$ cat src/verilog/xbf_regs.svh
`ifndef XBF_REGS_SVH
`define XBF_REGS_SVH

// Mode-0 cycle points, in clocks from the previous point; select from the address edge.
`define XBF_M0_CS_AT      8'h01
`define XBF_M0_CS_TO_STB  8'h03
`define XBF_TB_CS_TO_STB  8'h01
`define XBF_NORM_PRE_RDY  8'h10
`define XBF_FAST_PRE_RDY  8'h02
`define XBF_M0_RDY_TO_SMP 8'h04
`define XBF_TB_STB_TO_SMP 8'h02
`define XBF_M0_ADDR_HOLD  8'h02
`define XBF_TB_ADDR_HOLD  8'h01

// Mode-1 cycle points.
`define XBF_M1_CS_AT      8'h0a
`define XBF_M1_CS_TO_EN   8'h05
`define XBF_M1_EN_HIGH    8'h12
`define XBF_M1_EN_LOW     8'h02

// Shared steps.
`define XBF_ONE           8'h01
`define XBF_SYNC_LAT      8'h02
`define XBF_IDLE_GAP      2'h2

`endif

$ cat src/verilog/xbf_pkg.sv
package xbf_pkg;

  typedef enum logic [1:0] {
    XBF_NORMAL,
    XBF_FAST,
    XBF_TURBO,
    XBF_MODE1
  } xbf_mode_t;

  typedef enum logic [1:0] {
    XBF_IDLE,
    XBF_RUN,
    XBF_GAP
  } xbf_state_t;

  // Per chip-select configuration bits.
  typedef struct packed {
    logic       transferMode;
    logic       transferSpeed;
    logic       turboSelect;
    logic       readyEnable;
    logic [3:0] waitStates;
  } xbf_zone_cfg_t;

  typedef struct packed {
    logic        write;
    logic [1:0]  chip;
    logic [11:0] addr;
    logic [7:0]  wdata;
  } xbf_req_t;

  // Cycle points of one transfer, counted from the address edge.
  typedef struct packed {
    logic [7:0] csOn;
    logic [7:0] stbOn;
    logic [7:0] check;
    logic [7:0] sample;
    logic [7:0] stbOff;
    logic [7:0] csOff;
    logic [7:0] ctlOff;
    logic [7:0] done;
  } xbf_plan_t;

endpackage

$ cat src/verilog/xbf_sequencer.sv
`timescale 1ns/1ps
`include "xbf_regs.svh"

// Notes on behaviour
// RQ1: Fast mode-0 is normal mode-0 minus 14 to 20 data-delay cycles.
// RQ2: Fast timing when transfer mode bit is 0 and speed bit is 1.
// RQ3: Turbo mode-0 cycle is seven clocks shorter than Fast mode-0.
// RQ4: Turbo timing when transfer mode is 0 and turbo select bit is 1.
// RQ5: Turbo read: address with data floated, select next clock, strobe after.
// RQ6: Turbo cycles ignore the ready input completely.
// RQ7: Turbo read samples data two clocks into strobe, then strobe, select end.
// RQ8: Turbo read holds address one clock past select, then zeroes it.
// RQ9: Turbo write: address and data, select next clock, write strobe after.
// RQ10: Turbo write strobe low three clocks, select off and float, address zero.
// RQ11: Mode-1 timing with enable and read/write when transfer mode is 1.
// RQ12: At least two idle bus clocks follow every cycle before the next.
// RQ13: Mode-1 read: enable low with address, select low ten clocks later.
// RQ14: Mode-1 read: enable high five clocks later for 18 plus waits.
// RQ15: Target drives read data while enable is high in mode-1.
// RQ16: Mode-1 enable low two clocks; data sampled one clock before fall.
// RQ17: Mode-1 read ends: select high, enable high, then address zero.
// RQ18: Mode-1 write: enable low with address, data; select and rw low later.
// RQ19: Mode-1 write enable high 18 plus waits, low two, then select high.
// RQ20: Mode-1 write ends: rw and enable high, then address zero.
// RQ21: Normal mode-0 waits on ready after 16 plus waits when enabled.
// RQ22: Normal mode-0 read: select one clock in, strobe three after select.
// RQ23: Fast mode removes cycles only from the pre-ready strobe phase.
// RQ24: Requests accepted only when idle; mode latched at request start.
module xbf_sequencer (
  input  wire logic                          sys_clk,
  input  wire logic                          rst,
  input  wire logic                          reqValid,
  input  wire xbf_pkg::xbf_req_t             req,
  input  wire xbf_pkg::xbf_zone_cfg_t [3:0]  zoneCfg,
  input  wire logic [7:0]                    extDataIn,
  input  wire logic                          extReadyIn,
  output logic                               reqReady,
  output logic                               rspValid,
  output logic [7:0]                         rspData,
  output logic [11:0]                        extAddr,
  output logic [3:0]                         extChipSelectN,
  output logic                               readStrobeOrEnable,
  output logic                               writeStrobeOrRw,
  output logic [7:0]                         extDataOut,
  output logic                               extDataOe
);
  import xbf_pkg::*;

  xbf_state_t    state_r;
  xbf_mode_t     mode_r;
  xbf_plan_t     plan_r;
  logic [7:0]    cnt_r;
  logic [7:0]    cnt_nxt;
  logic [1:0]    gap_r;
  logic          write_r;
  logic [1:0]    chip_r;
  logic          useRdy_r;
  logic [7:0]    dataMeta_r;
  logic [7:0]    dataSync_r;
  logic          rdyMeta_r;
  logic          rdySync_r;
  logic          start;
  logic          stall;
  logic          running;
  xbf_mode_t     reqMode;
  xbf_zone_cfg_t reqCfg;

  // Turbo outranks the speed bit when both are set, since the faster
  // timing is the one a user selects on purpose.
  function automatic xbf_mode_t pickMode(input xbf_zone_cfg_t c);
    if (c.transferMode)
      pickMode = XBF_MODE1; // RQ11
    else if (c.turboSelect)
      pickMode = XBF_TURBO; // RQ4
    else if (c.transferSpeed)
      pickMode = XBF_FAST; // RQ2
    else
      pickMode = XBF_NORMAL;
  endfunction

  // All points are measured from the edge that drives the address. Each
  // one is the counter value at which a pin changes, ready is checked or data is sampled, and the counter only
  // stops while a mode-0 cycle waits on ready, so a stall shifts every
  // later point without any extra bookkeeping.
  // Fast mode removes cycles only between the strobe and the ready check.
  // That keeps the set-up of address, select and strobe as in normal
  // timing, which slow decoders on the far side may still rely on.
  // Turbo never stalls and ignores wait states, so its length is fixed.
  function automatic xbf_plan_t makePlan(input xbf_mode_t m,
                                         input logic [3:0] ws);
    xbf_plan_t  p;
    logic [7:0] w;
    w = {4'h0, ws};
    p = '0;
    case (m)
      XBF_MODE1: begin
        p.csOn   = `XBF_M1_CS_AT; // RQ13 RQ18
        p.stbOn  = p.csOn + `XBF_M1_CS_TO_EN; // RQ14 RQ19
        p.sample = p.stbOn + `XBF_M1_EN_HIGH + w - `XBF_ONE; // RQ16
        p.check  = p.sample;
        p.stbOff = p.sample + `XBF_ONE;
        p.csOff  = p.stbOff + `XBF_M1_EN_LOW; // RQ17 RQ19
        p.ctlOff = p.csOff + `XBF_ONE; // RQ17 RQ20
        p.done   = p.ctlOff + `XBF_ONE; // RQ17 RQ20
      end
      XBF_TURBO: begin
        // The wait-state count does not apply here.
        p.csOn   = `XBF_M0_CS_AT; // RQ5 RQ9
        p.stbOn  = p.csOn + `XBF_TB_CS_TO_STB; // RQ5 RQ9
        p.sample = p.stbOn + `XBF_TB_STB_TO_SMP; // RQ7
        p.check  = p.sample;
        p.stbOff = p.sample + `XBF_ONE; // RQ7 RQ10
        p.csOff  = p.stbOff + `XBF_ONE; // RQ7 RQ10
        p.ctlOff = p.stbOff;
        p.done   = p.csOff + `XBF_TB_ADDR_HOLD; // RQ3 RQ8 RQ10
      end
      default: begin
        p.csOn   = `XBF_M0_CS_AT;
        p.stbOn  = p.csOn + `XBF_M0_CS_TO_STB; // RQ22
        if (m == XBF_FAST)
          p.check = p.stbOn + `XBF_FAST_PRE_RDY + w; // RQ1 RQ23
        else
          p.check = p.stbOn + `XBF_NORM_PRE_RDY + w; // RQ21
        p.sample = p.check + `XBF_M0_RDY_TO_SMP;
        p.stbOff = p.sample + `XBF_ONE;
        p.csOff  = p.stbOff + `XBF_ONE;
        p.ctlOff = p.stbOff;
        p.done   = p.csOff + `XBF_M0_ADDR_HOLD;
      end
    endcase
    makePlan = p;
  endfunction

  function automatic logic hit(input logic [7:0] nxt,
                               input logic [7:0] pt);
    hit = (nxt == pt);
  endfunction

  assign reqCfg  = zoneCfg[req.chip];
  assign reqMode = pickMode(reqCfg);
  assign start   = (state_r == XBF_IDLE) && reqValid && reqReady; // RQ24
  assign running = (state_r == XBF_RUN);

  // Turbo and mode-1 never look at ready, so they cannot be stretched.
  // Ready passes two flops first, so a device that raises it just at the
  // check point still costs two clocks of stall. Faster tracking would
  // need the raw pin, which would risk a metastable decision here.
  assign stall = running && useRdy_r && (cnt_r == plan_r.check)
                 && !rdySync_r; // RQ6 RQ21
  assign cnt_nxt = stall ? cnt_r : cnt_r + `XBF_ONE;

  // Both pins are synchronised every clock, not only near the sample
  // point, so the capture never reads a value that skipped a flop.
  always_ff @(posedge sys_clk) begin
    if (rst) begin
      rdyMeta_r  <= 1'b0;
      rdySync_r  <= 1'b0;
      dataMeta_r <= 8'h00;
      dataSync_r <= 8'h00;
    end else begin
      rdyMeta_r  <= extReadyIn;
      rdySync_r  <= rdyMeta_r;
      dataMeta_r <= extDataIn;
      dataSync_r <= dataMeta_r;
    end
  end

  // The ready flag is registered and falls on the take edge itself, so a
  // request held high across that edge cannot be taken twice.
  always_ff @(posedge sys_clk) begin
    if (rst) begin
      state_r  <= XBF_IDLE;
      reqReady <= 1'b0;
      gap_r    <= 2'h0;
    end else begin
      case (state_r)
        XBF_IDLE: begin
          if (start) begin
            state_r  <= XBF_RUN;
            reqReady <= 1'b0;
          end else begin
            reqReady <= 1'b1;
          end
        end
        XBF_RUN: begin
          if (hit(cnt_nxt, plan_r.done) && !stall) begin
            state_r <= XBF_GAP;
            gap_r   <= 2'h0;
          end
        end
        XBF_GAP: begin
          // Two quiet clocks follow every cycle, turbo included; slow
          // request traffic may add more, but never fewer.
          gap_r <= gap_r + 2'h1;
          if (gap_r == `XBF_IDLE_GAP - 2'h1) begin
            state_r  <= XBF_IDLE; // RQ12
            reqReady <= 1'b1;
          end
        end
        default: begin
          state_r  <= XBF_IDLE;
          reqReady <= 1'b0;
        end
      endcase
    end
  end

  // Mode and plan are frozen here so a config change mid-cycle is harmless.
  always_ff @(posedge sys_clk) begin
    if (rst) begin
      mode_r   <= XBF_NORMAL;
      plan_r   <= '0;
      write_r  <= 1'b0;
      chip_r   <= 2'h0;
      useRdy_r <= 1'b0;
    end else if (start) begin
      mode_r   <= reqMode; // RQ24
      plan_r   <= makePlan(reqMode, reqCfg.waitStates);
      write_r  <= req.write;
      chip_r   <= req.chip;
      useRdy_r <= reqCfg.readyEnable
                  && (reqMode == XBF_NORMAL || reqMode == XBF_FAST);
    end
  end

  // The counter restarts on every take, so a count left from an earlier
  // cycle never lines up with the points of the new plan.
  always_ff @(posedge sys_clk) begin
    if (rst)
      cnt_r <= 8'h00;
    else if (start)
      cnt_r <= 8'h00;
    else if (running)
      cnt_r <= cnt_nxt;
  end

  always_ff @(posedge sys_clk) begin
    if (rst) begin
      extAddr <= 12'h000;
    end else if (start) begin
      extAddr <= req.addr; // RQ5 RQ13
    end else if (running && !stall && hit(cnt_nxt, plan_r.done)) begin
      extAddr <= 12'h000; // RQ8 RQ17 RQ20
    end
  end

  // Write data drives until select ends in mode 0 and until the rw line
  // rises in mode 1, so it is settled at every strobe or enable edge.
  always_ff @(posedge sys_clk) begin
    if (rst) begin
      extDataOut <= 8'h00;
      extDataOe  <= 1'b0;
    end else if (start) begin
      extDataOut <= req.wdata; // RQ9 RQ18
      extDataOe  <= req.write; // RQ5
    end else if (running && !stall) begin
      if (mode_r == XBF_MODE1) begin
        if (hit(cnt_nxt, plan_r.ctlOff))
          extDataOe <= 1'b0;
      end else if (hit(cnt_nxt, plan_r.csOff)) begin
        extDataOe <= 1'b0; // RQ10
      end
    end
  end

  // Only the chip latched at the take edge goes low; the others stay high
  // for the whole cycle, so two devices never answer on the bus at once.
  always_ff @(posedge sys_clk) begin
    if (rst) begin
      extChipSelectN <= 4'hf;
    end else if (running && !stall) begin
      if (hit(cnt_nxt, plan_r.csOn))
        extChipSelectN <= ~(4'h1 << chip_r); // RQ5 RQ13 RQ18
      else if (hit(cnt_nxt, plan_r.csOff))
        extChipSelectN <= 4'hf; // RQ7 RQ10 RQ17 RQ19
    end
  end

  // In mode 1 this line is the enable, which idles high and drops at start.
  always_ff @(posedge sys_clk) begin
    if (rst) begin
      readStrobeOrEnable <= 1'b1;
    end else if (start) begin
      readStrobeOrEnable <= (reqMode != XBF_MODE1); // RQ13 RQ18
    end else if (running && !stall) begin
      if (mode_r == XBF_MODE1) begin
        if (hit(cnt_nxt, plan_r.stbOn))
          readStrobeOrEnable <= 1'b1; // RQ14 RQ19
        else if (hit(cnt_nxt, plan_r.stbOff))
          readStrobeOrEnable <= 1'b0; // RQ16 RQ19
        else if (hit(cnt_nxt, plan_r.ctlOff))
          readStrobeOrEnable <= 1'b1; // RQ17 RQ20
      end else if (!write_r) begin
        // Mode-0 writes keep this strobe high; only reads pulse it.
        if (hit(cnt_nxt, plan_r.stbOn))
          readStrobeOrEnable <= 1'b0; // RQ5 RQ22
        else if (hit(cnt_nxt, plan_r.stbOff))
          readStrobeOrEnable <= 1'b1; // RQ7
      end
    end
  end

  // In mode 1 this line is a level across the select window; in mode 0
  // it is a strobe pulse inside that window.
  always_ff @(posedge sys_clk) begin
    if (rst) begin
      writeStrobeOrRw <= 1'b1;
    end else if (running && !stall && write_r) begin
      if (mode_r == XBF_MODE1) begin
        if (hit(cnt_nxt, plan_r.csOn))
          writeStrobeOrRw <= 1'b0; // RQ18
        else if (hit(cnt_nxt, plan_r.ctlOff))
          writeStrobeOrRw <= 1'b1; // RQ20
      end else begin
        if (hit(cnt_nxt, plan_r.stbOn))
          writeStrobeOrRw <= 1'b0; // RQ9
        else if (hit(cnt_nxt, plan_r.stbOff))
          writeStrobeOrRw <= 1'b1; // RQ10
      end
    end
  end

  // The data pins pass two flops first, so the value seen at the sample
  // edge reaches the sync stage two clocks later and is taken from there.
  always_ff @(posedge sys_clk) begin
    if (rst) begin
      rspData <= 8'h00;
    end else if (running && !stall && !write_r
                 && hit(cnt_nxt, plan_r.sample + `XBF_SYNC_LAT)) begin
      rspData <= dataSync_r; // RQ7 RQ15 RQ16
    end
  end

  // Writes get the pulse too, so a caller can pace posted writes by it.

  always_ff @(posedge sys_clk) begin
    if (rst)
      rspValid <= 1'b0;
    else
      rspValid <= running && !stall && hit(cnt_nxt, plan_r.done);
  end

endmodule

$ cat config.mk
export PLATFORM = sky130hd
export DESIGN_NAME = xbf_sequencer
export DESIGN_NICKNAME = d
export VERILOG_FILES = /design/src/verilog/xbf_pkg.sv /design/src/verilog/xbf_sequencer.sv
export VERILOG_INCLUDE_DIRS = /design/src /design/src/verilog
export SDC_FILE = /design/constraint.sdc
export NUM_CORES = 1
export LEC_CHECK = 0
export ABC_AREA = 1
export BUFFER_PORTS_ARGS = -buffer_cell sky130_fd_sc_hd__buf_2
export CAP_MARGIN = 20
export CORE_MARGIN = 3
export CORE_UTILIZATION = 55
export DETAILED_ROUTE_END_ITERATION = 7
export PLACE_DENSITY_LB_ADDON = 0.1
export SLEW_MARGIN = 15
export SYNTH_ARGS = -nofsm -noshare
export SYNTH_HDL_FRONTEND = slang
export SYNTH_SLANG_ARGS = --single-unit
$ cat constraint.sdc
create_clock -name sys_clk -period 4 [get_ports sys_clk]
set_input_delay 0.8 -clock sys_clk [delete_from_list [all_inputs] [get_ports sys_clk]]
set_output_delay 0.8 -clock sys_clk [all_outputs]
set_load 0.05 [all_outputs]
======== Word-level counts from Yosys, hierarchy flattened ========
Index checks and enable logic that the tools add are counted.
word-level totals
  output and inout port bits .............. 37
  input bits .............................. 67
  bits in registers ....................... 137
cells by class
  order comparisons ....................... 1
  bitwise gates (word level) .............. 2
  add/subtract/negate cells ............... 15
  reductions and logical operators ........ 35
  equality and inequality tests ........... 22
  muxes and demuxes ....................... 40
  shift operators ......................... 1
operators with widths
  cell                                                    count
  case mux 60 bit (2 select lines)                        1
  == test 8 bit                                           8
  adder 8 x 1 -> 8 bit (second input constant)            6
  2-to-1 mux 8 bit                                        5
  adder 8 x 2 -> 8 bit (second input constant)            3
  2-to-1 mux 12 bit                                       2
  2-to-1 mux 1 bit                                        19
  binary-select mux 8 bit (select 2 bit)                  1
  logical AND 1 bit                                       12
  2-to-1 mux 2 bit                                        6
  AND reduction 3 bit                                     3
  adder 8 x 3 -> 8 bit (second input constant)            1
  == test 2 bit (second input constant)                   4
  2-to-1 mux 4 bit                                        2
  nonzero test 2 bit                                      4
  nonzero test 4 bit                                      2
  subtractor 7 x 1 -> 8 bit (second input constant)       1
  adder 6 x 4 -> 7 bit (first input constant)             1
  adder 5 x 4 -> 6 bit (first input constant)             1
  == test 2 x 1 -> 1 bit (second input constant)          3
  2-to-1 mux 6 bit                                        1
  inequality test 2 bit (second input constant)           3
  inequality test 3 x 2 -> 1 bit (second input constant)  2
  case mux 2 bit (3 select lines)                         1
  17 further kinds                                        24

======== Longest topological paths before layout ========
Gate-level depths: netlist of the first run.
  word-level depth ........................ 15
  mapped depth ............................ 26
  depth with buffers taken out ............ 24

======== Worst setup path after synthesis of the first run ========
No wires, ideal clock.
  path kind ............................... input-to-reg
  start point ............................. input req[20] (netlist bit)
  end point ............................... register plan_r[5] (netlist bit)
  arrival ................................. 3.253 ns
  library setup time ...................... 0.119 ns
  buffers on the path ..................... 2
  path slack .............................. 0.628 ns
  cell stages on the path ................. 24
  cell sequence ........................... buf_6 inv_6 buf_6 nand2_1 nand3_1 nand2_1 inv_1 ha_1 inv_1 nand2_1 o21ai_0 ha_1 nand3_1 nand2_1 inv_1 nand2_1 nor2_2 inv_1 nand2_1 nand3_1 nor2_1 nand2_1 nand3_1 a21oi_1
on the way
  longest elaborated chain between the ends .. 15
  elaborated cells on any way between the ends .. 25
RTL lines
  what                                                                                line                  RTL
  start: declaration                                                                  xbf_sequencer.sv:33   input wire xbf_pkg::xbf_req_t req,
  binary-select mux 8 bit (select 2 bit) *                                            xbf_sequencer.sv:139  assign reqCfg = zoneCfg[req.chip];
  2-to-1 mux 8 bit (not written as such) *                                            xbf_sequencer.sv:139
  parallel branches: the longest is 12 deep, another holds subtractor 7 x 1 -> 8 bit  -
  case mux 60 bit (2 select lines) *                                                  xbf_sequencer.sv:95   case (m)
  end signal: assignment                                                              xbf_sequencer.sv:218  plan_r <= makePlan(reqMode, reqCfg.waitStates);
  end: declaration                                                                    xbf_sequencer.sv:51   xbf_plan_t plan_r;
Mark *: on every way between the ends. The select of a mux whose other input is x is not followed.
A chain may end at the register's enable or synchronous reset.

======== Final worst setup path of the first run ========
Ends and elaborated chain as after synthesis.

==> results.json, run 1 <==
{
  "placed_area_um2": 7700,
  "postCtsSetupBuffers": 0,
  "grt_max_degree": 36,
  "dr.pass1.iters": 5,
  "synth-seq-cells": 120,
  "cts_tree": "yes",
  "relSlewSlack_pct": 46.2,
  "switching_share_pct": 36.0,
  "start_util_pct": 57.6,
  "antenna_found_initial": 0,
  "clkSinkCount": 120,
  "hp-class": "reg2reg",
  "power_density_nw_per_um2": 493,
  "pre_cts_ws_ns": 0.106,
  "die-area_um2": 14200,
  "peakVddDrop_mv": 0.319,
  "final_cells": 1323,
  "final_cell_mix": "nand2_1 (291), inv_1 (120), dfxtp_1 (120)",
  "grt_use_total_pct": 27.1,
  "grt_pass1_wl_mm": 31.1,
  "r2r_end": "extAddr[11]$_SDFFE_PP0P_",
  "synth_top_area_share_pct": 34.0,
  "crit_chain": "buf_2, inv_6, nand2_1, nand3_1, nand2_1, inv_1, ha_1, inv_1, nand2_1, o21ai_0, ha_1, nand3_1, nand2_1, inv_1, nand2_1, nor2_2, inv_1, nand2_1, nand3_1, nor2_1, nand2_1, nand3_1, a21oi_1",
  "worst_slack_ns": 0.527,
  "startpoint_type": "primary input",
  "die_x_um": 119,
  "nFillCells": 1104,
  "cts_hold_buffers": 0,
  "critical_path_required_ns": 4.31,
  "ys_dominant_reg_cell": "dfxtp_1",
  "grt_pass1_vias": 6253,
  "period_share_pct": 86.8,
  "via_count": 6990,
  "power.internal_mw": 2.62,
  "worst_slew_pin_slew_ns": 0.806,
  "antenna_cells": 0,
  "fin_util_pct": 67.7,
  "cp.depth": 23,
  "r2r_slack_ns": 1.07,
  "slew_violations": 0,
  "route.met3.wl_mm": 1.56,
  "critPathMaxFanout": 17,
  "worst_skew_pair.late_latency_ns": 0.42,
  "nNetsFinal": 1230,
  "fin_setup_tns_ns": 0,
  "power_mw": 4.09,
  "synthArstFlopShare_pct": 0,
  "synth_edf_count": 0,
  "dpl.hpwl_mm": 14.2,
  "wl_met1_mm": 8.85,
  "grt-ovfl-total": 0,
  "synth.largest_area_cell": "dfxtp_1",
  "wl_met2_mm": 8.65,
  "critPathCaptureType": "flip-flop",
  "drv_cap": 0,
  "holdWs_ns": 0.401,
  "pwr-share-seq_pct": 34.0,
  "synth_cell_types": 52,
  "reg2reg_depth": 16,
  "path_class": "in2reg",
  "crit_family": "simple AND/OR/NAND/NOR gates",
  "area_growth_syn_to_layout_pct": 17.5,
  "worstPathArrival_ns": 3.78,
  "drtIter0Drc": 639,
  "vias_per_cell": 5.28,
  "slowest_delay_ns": 0.43,
  "skew_ns": 0.00956,
  "critical_path.most_common_cell": "nand2_1",
  "syn_area_um2": 7060,
  "drtAntennaViolNets": 0,
  "place_congestion": 0.889,
  "io_pins": 104,
  "path_clk_slew_ns": 0.06,
  "synth_area_per_cell_um2": 6.78,
  "ctsResizeCount": 0,
  "finalSetupViolCount": 0,
  "cts-root-buf": "clkbuf_16",
  "clock_power_share_pct": 36.4,
  "status": "finished clean",
  "io_buffers": 103,
  "rows": 40,
  "r2r-start": "plan_r[41]$_SDFFE_PP0P_",
  "fin_area_um2": 8300,
  "dpl.cell_count": 1290,
  "highest_layer": "met4",
  "syn-num-nets": 1129,
  "crit_buf_inv": 6,
  "drt-total-wl_mm": 19.4,
  "leakage_nw": 4.11,
  "p_sw_mw": 1.47,
  "finalHoldViolCount": 0,
  "yosysWarnings": 0,
  "yosysSeqAreaShare_pct": 34.0,
  "syn_inst": 1041,
  "layout-drive-gt1-share_pct": 18.8,
  "power_frac_comb_pct": 29.6,
  "fp.dieH_um": 119,
  "fin_crit_ns": 3.47,
  "clock_path_buffers": 2,
  "cts_buffers": 17,
  "slowest_stage": "ha_1",
  "timing.fmax_ghz": 0.288,
  "core_area_um2": 12300,
  "cp-startpoint": "req[20]",
  "drc": 0,
  "synth_area_leaders": "dfxtp_1 (34%), nand2_1 (15%), nand3_1 (7.1%), inv_1 (6.4%), nor2_1 (5.2%)",
  "rsz0062_at_grt": "false",
  "cts-htree-levels": 4,
  "wl_per_cell_um": 14.6,
  "endpoint": "plan_r[5]$_SDFFE_PP0P_",
  "final_common_cell": "nand2_1"
}
[routing by layer]
metal  up-vias  GRT usage, %
li1       3550             -
met1      3163          36.3
met2       255          43.2
met3        22          6.89
met4         0          7.95
met5         -             0
[cells by family (layout without fill, tap and decap cells)]
logic type / Yosys count / count (layout) / share of synthesized area (%)
compound gates: 128 / 128 / 11.0
flops: 120 / 120 / 34.0
fa+ha+maj: 21 / 21 / 3.72
simple gates: 574 / 574 / 37.7
buf+inv: 168 / 282 / 9.71
xor+xnor: 30 / 30 / 3.83
[area by class of cell]
cell class	instances	area (um2)	share of cell area [%]
repair buffers	115	609	7.34
flip-flops and latches	120	2400	29.0
well taps	168	210	2.53
inverters	135	514	6.20
multi-input cells	753	3980	48.0
clock inverters	13	149	1.79
clock buffers	19	433	5.22
[worst min-delay path by stage]
stage | end | slack [ns] | cells past startpoint | startpoint
CTS | dataSync_r[3]$_SDFF_PP0_ | 0.40 | 2 | dataMeta_r[3]$_SDFF_PP0_
floorplan | dataSync_r[0]$_SDFF_PP0_ | 0.39 | 2 | dataMeta_r[0]$_SDFF_PP0_
finish | dataSync_r[2]$_SDFF_PP0_ | 0.40 | 2 | dataMeta_r[2]$_SDFF_PP0_
global placement | dataSync_r[5]$_SDFF_PP0_ | 0.39 | 2 | dataMeta_r[5]$_SDFF_PP0_
detailed placement | dataSync_r[3]$_SDFF_PP0_ | 0.40 | 2 | dataMeta_r[3]$_SDFF_PP0_
global route | dataSync_r[5]$_SDFF_PP0_ | 0.42 | 2 | dataMeta_r[5]$_SDFF_PP0_
[synthesized netlist by cell type, types with 2 or more instances]
| library cell | count |
|---|---|
| or2_2 | 3 |
| o21ai_1 | 2 |
| inv_1 | 120 |
| buf_6 | 5 |
| nand2_1 | 291 |
| ha_1 | 21 |
| nand3_1 | 100 |
| a22oi_1 | 2 |
| a22o_1 | 8 |
| o22ai_1 | 7 |
| o211ai_1 | 3 |
| a211oi_1 | 2 |
| clkbuf_1 | 23 |
| dfxtp_1 | 120 |
| a31oi_1 | 10 |
| nor2_2 | 4 |
| o21ai_0 | 40 |
| nand4_1 | 9 |
| clkinv_1 | 4 |
| nand3_2 | 8 |
| nand2_4 | 10 |
| xor2_1 | 18 |
| nor3_1 | 5 |
| nand2_2 | 23 |
| nand3b_1 | 13 |
| a21oi_1 | 38 |
| xnor2_1 | 11 |
| a221oi_1 | 9 |
| nor2_1 | 97 |
| buf_2 | 2 |
| inv_2 | 9 |
| a32o_1 | 2 |
| nor2_4 | 3 |
[worst min-delay path, stage by stage, from the launching register on]
cell     delay (ns)
dfxtp_1        0.29
inv_1          0.04
nor2_1         0.03
[state kept, by name (all words and copies together), names as in the netlist]
signal,flops
dataSync_r,8
rdySync_r,1
gap_r,2
extChipSelectN,4
readStrobeOrEnable,1
extDataOut,8
extDataOe,1
writeStrobeOrRw,1
plan_r,47
rdyMeta_r,1
write_r,1
state_r,2
cnt_r,8
rspData,8
extAddr,12
dataMeta_r,8
rspValid,1
chip_r,2
useRdy_r,1
mode_r,2
reqReady,1
[power by group through the flow]
| stage | Clock (mW) | Sequential [mW] | Combinational [mW] |
|---|---|---|---|
| finish | 1.49 | 1.39 | 1.21 |
| global route | 1.56 | 1.40 | 1.34 |
| CTS | 1.51 | 1.39 | 1.20 |
| detailed placement | 0 | 1.41 | 1.19 |
| global placement | 0 | 1.41 | 1.18 |
| floorplan | 0 | 1.47 | 0.816 |
No activity file was read; power rests on OpenSTA's default activity.
==> run 2, diff against run 1 <==
--- a/config.mk
+++ b/config.mk
@@ -13,6 +13,7 @@
 export CORE_UTILIZATION = 55
 export DETAILED_ROUTE_END_ITERATION = 7
 export PLACE_DENSITY_LB_ADDON = 0.1
+export REMOVE_ABC_BUFFERS = 1
 export SLEW_MARGIN = 15
 export SYNTH_ARGS = -nofsm -noshare
 export SYNTH_HDL_FRONTEND = slang
==> run 2 against run 1 <==
Net effect:
- routed wire length decreased by 0.58%
- final cell count about the same
- highest routed layer is now met5
- hold slack got worse by 0.0016 ns
- clock power about the same
- design area about the same
- combinational power about the same
==> results.json, run 2 (synthesis results as in run 1) <==
{
  "critPathMaxFanout": 17,
  "start_util_pct": 57.6,
  "dr.pass1.iters": 5,
  "worstHoldPathCells": 2,
  "core_area_um2": 12300,
  "r2r-start": "plan_r[41]$_SDFFE_PP0P_",
  "drtIter0Drc": 429,
  "fp.dieH_um": 119,
  "finalHoldViolCount": 0,
  "r2r_end": "extAddr[4]$_SDFFE_PP0P_",
  "timing.fmax_ghz": 0.289,
  "grt_use_total_pct": 27.7,
  "grt_pass1_vias": 6614,
  "rows": 40,
  "drtAntennaViolNets": 0,
  "ctsResizeCount": 0,
  "nNetsFinal": 1231,
  "io_buffers": 103,
  "period_share_pct": 86.4,
  "cts-root-buf": "clkbuf_16",
  "layout.area.seq_um2": 2400,
  "place_congestion": 0.917,
  "via_count": 7017,
  "power_mw": 4.06,
  "worstPathArrival_ns": 3.77,
  "cp-startpoint": "req[20]",
  "largest_reg_flops": 47,
  "cts_buffers": 17,
  "finalSetupViolCount": 0,
  "grt-ovfl-total": 0,
  "holdWs_ns": 0.399,
  "grt_pass1_wl_mm": 31.5,
  "nFillCells": 1138,
  "power_density_nw_per_um2": 489,
  "wl_per_cell_um": 14.5,
  "cts_hold_buffers": 0,
  "grt_max_degree": 42,
  "clkSinkCount": 120,
  "leakage_nw": 4.11,
  "clock_path_buffers": 2,
  "cts_tree": "yes",
  "hp-class": "reg2reg",
  "r2r_slack_ns": 1.13,
  "reg_top3": "plan_r (47), extAddr (12)",
  "path_clk_slew_ns": 0.06,
  "multi_input_area_um2": 3980,
  "final_common_cell": "nand2_1",
  "drv_cap": 0,
  "postCtsSetupBuffers": 0,
  "regMostFlops": "plan_r",
  "die_x_um": 119,
  "drt-total-wl_mm": 19.3,
  "startpoint_type": "primary input",
  "antenna_found_initial": 1,
  "vias_per_cell": 5.30,
  "reg2reg_depth": 16,
  "antenna_cells": 0,
  "skew_ns": 0.00627,
  "drc": 0,
  "io_pins": 104,
  "dpl.hpwl_mm": 14.5,
  "worst_slew_pin_slew_ns": 0.685,
  "slew_violations": 0,
  "min_to": "dataSync_r[1]$_SDFF_PP0_",
  "rsz0062_at_grt": "false",
  "worst_skew_pair.late_latency_ns": 0.42,
  "min_from": "dataMeta_r[1]$_SDFF_PP0_",
  "die-area_um2": 14200,
  "final_cell_mix": "nand2_1 (291), inv_1 (120), dfxtp_1 (120)",
  "relSlewSlack_pct": 54.3,
  "critPathCaptureType": "flip-flop",
  "path_class": "in2reg",
  "peakVddDrop_mv": 0.350,
  "layout-drive-gt1-share_pct": 19.0,
  "fin_crit_ns": 3.46,
  "area_growth_syn_to_layout_pct": 17.5,
  "status": "finished clean",
  "critical_path_required_ns": 4.31,
  "fin_setup_tns_ns": 0,
  "cts-htree-levels": 4
}
[run 2: worst max path at each step]
stage	slack, ns	cells after the start	endpoint
3_3_place_gp	0.28	23	plan_r[5]$_SDFFE_PP0P_
6_report	0.54	23	plan_r[5]$_SDFFE_PP0P_
4_1_cts	0.58	23	plan_r[5]$_SDFFE_PP0P_
5_1_grt	0.17	25	plan_r[5]$_SDFFE_PP0P_
3_5_place_dp	0.15	23	plan_r[5]$_SDFFE_PP0P_
2_1_floorplan	0.02	7	cnt_r[5]$_SDFFE_PP0N_
[run 2: area by class of cell]
| class | count | share of cell area [%] |
|---|---|---|
| clock buffers | 17 | 5.13 |
| clock inverters | 15 | 1.72 |
| inverters | 135 | 6.20 |
| multi-input cells | 753 | 47.9 |
| flip-flops and latches | 120 | 28.9 |
| well taps | 168 | 2.53 |
| repair buffers | 116 | 7.54 |
[run 2: layer usage]
metal  routed length (um)  track usage (%)  share of wire, %  up-vias
met4                  588             11.2               3.1        2
met3                 1460             7.12               7.6       48
met2                 8790             45.0                46      245
met5                   11                0             0.057        -
met1                 8400             35.1                44     3164
li1                     -                -                 -     3558
[run 2: worst max-delay path: stages]
cell     delay, ns
buf_2         0.28
inv_6         0.11
nand2_1       0.09
nand3_1       0.08
nand2_1       0.13
inv_1         0.13
ha_1          0.35
inv_1         0.06
nand2_1       0.06
o21ai_0       0.18
ha_1          0.42
nand3_1       0.13
nand2_1       0.07
inv_1         0.07
nand2_1       0.06
nor2_2        0.11
inv_1         0.06
nand2_1       0.10
nand3_1       0.12
nor2_1        0.15
nand2_1       0.07
nand3_1       0.08
a21oi_1       0.06
[run 2: where the power goes]
group	leakage [nW]	internal, mW	switching, mW
registers	0.980	1.31	0.0826
logic	2.86	0.392	0.818
clock network	0.269	0.864	0.594
[run 2: metrics by stage]
step                      instance area [um2]  setup WS (ns)  std cells  util (%)
after global placement                   7730          0.282       1292      63.1
after CTS                                8300          0.577       1324      67.7
after detailed placement                 7730          0.155       1292      63.1
after global routing                     8300          0.166       1324      67.7
after floorplan                          6890         0.0157       1008         -
final                                    8300          0.544       1324      67.7
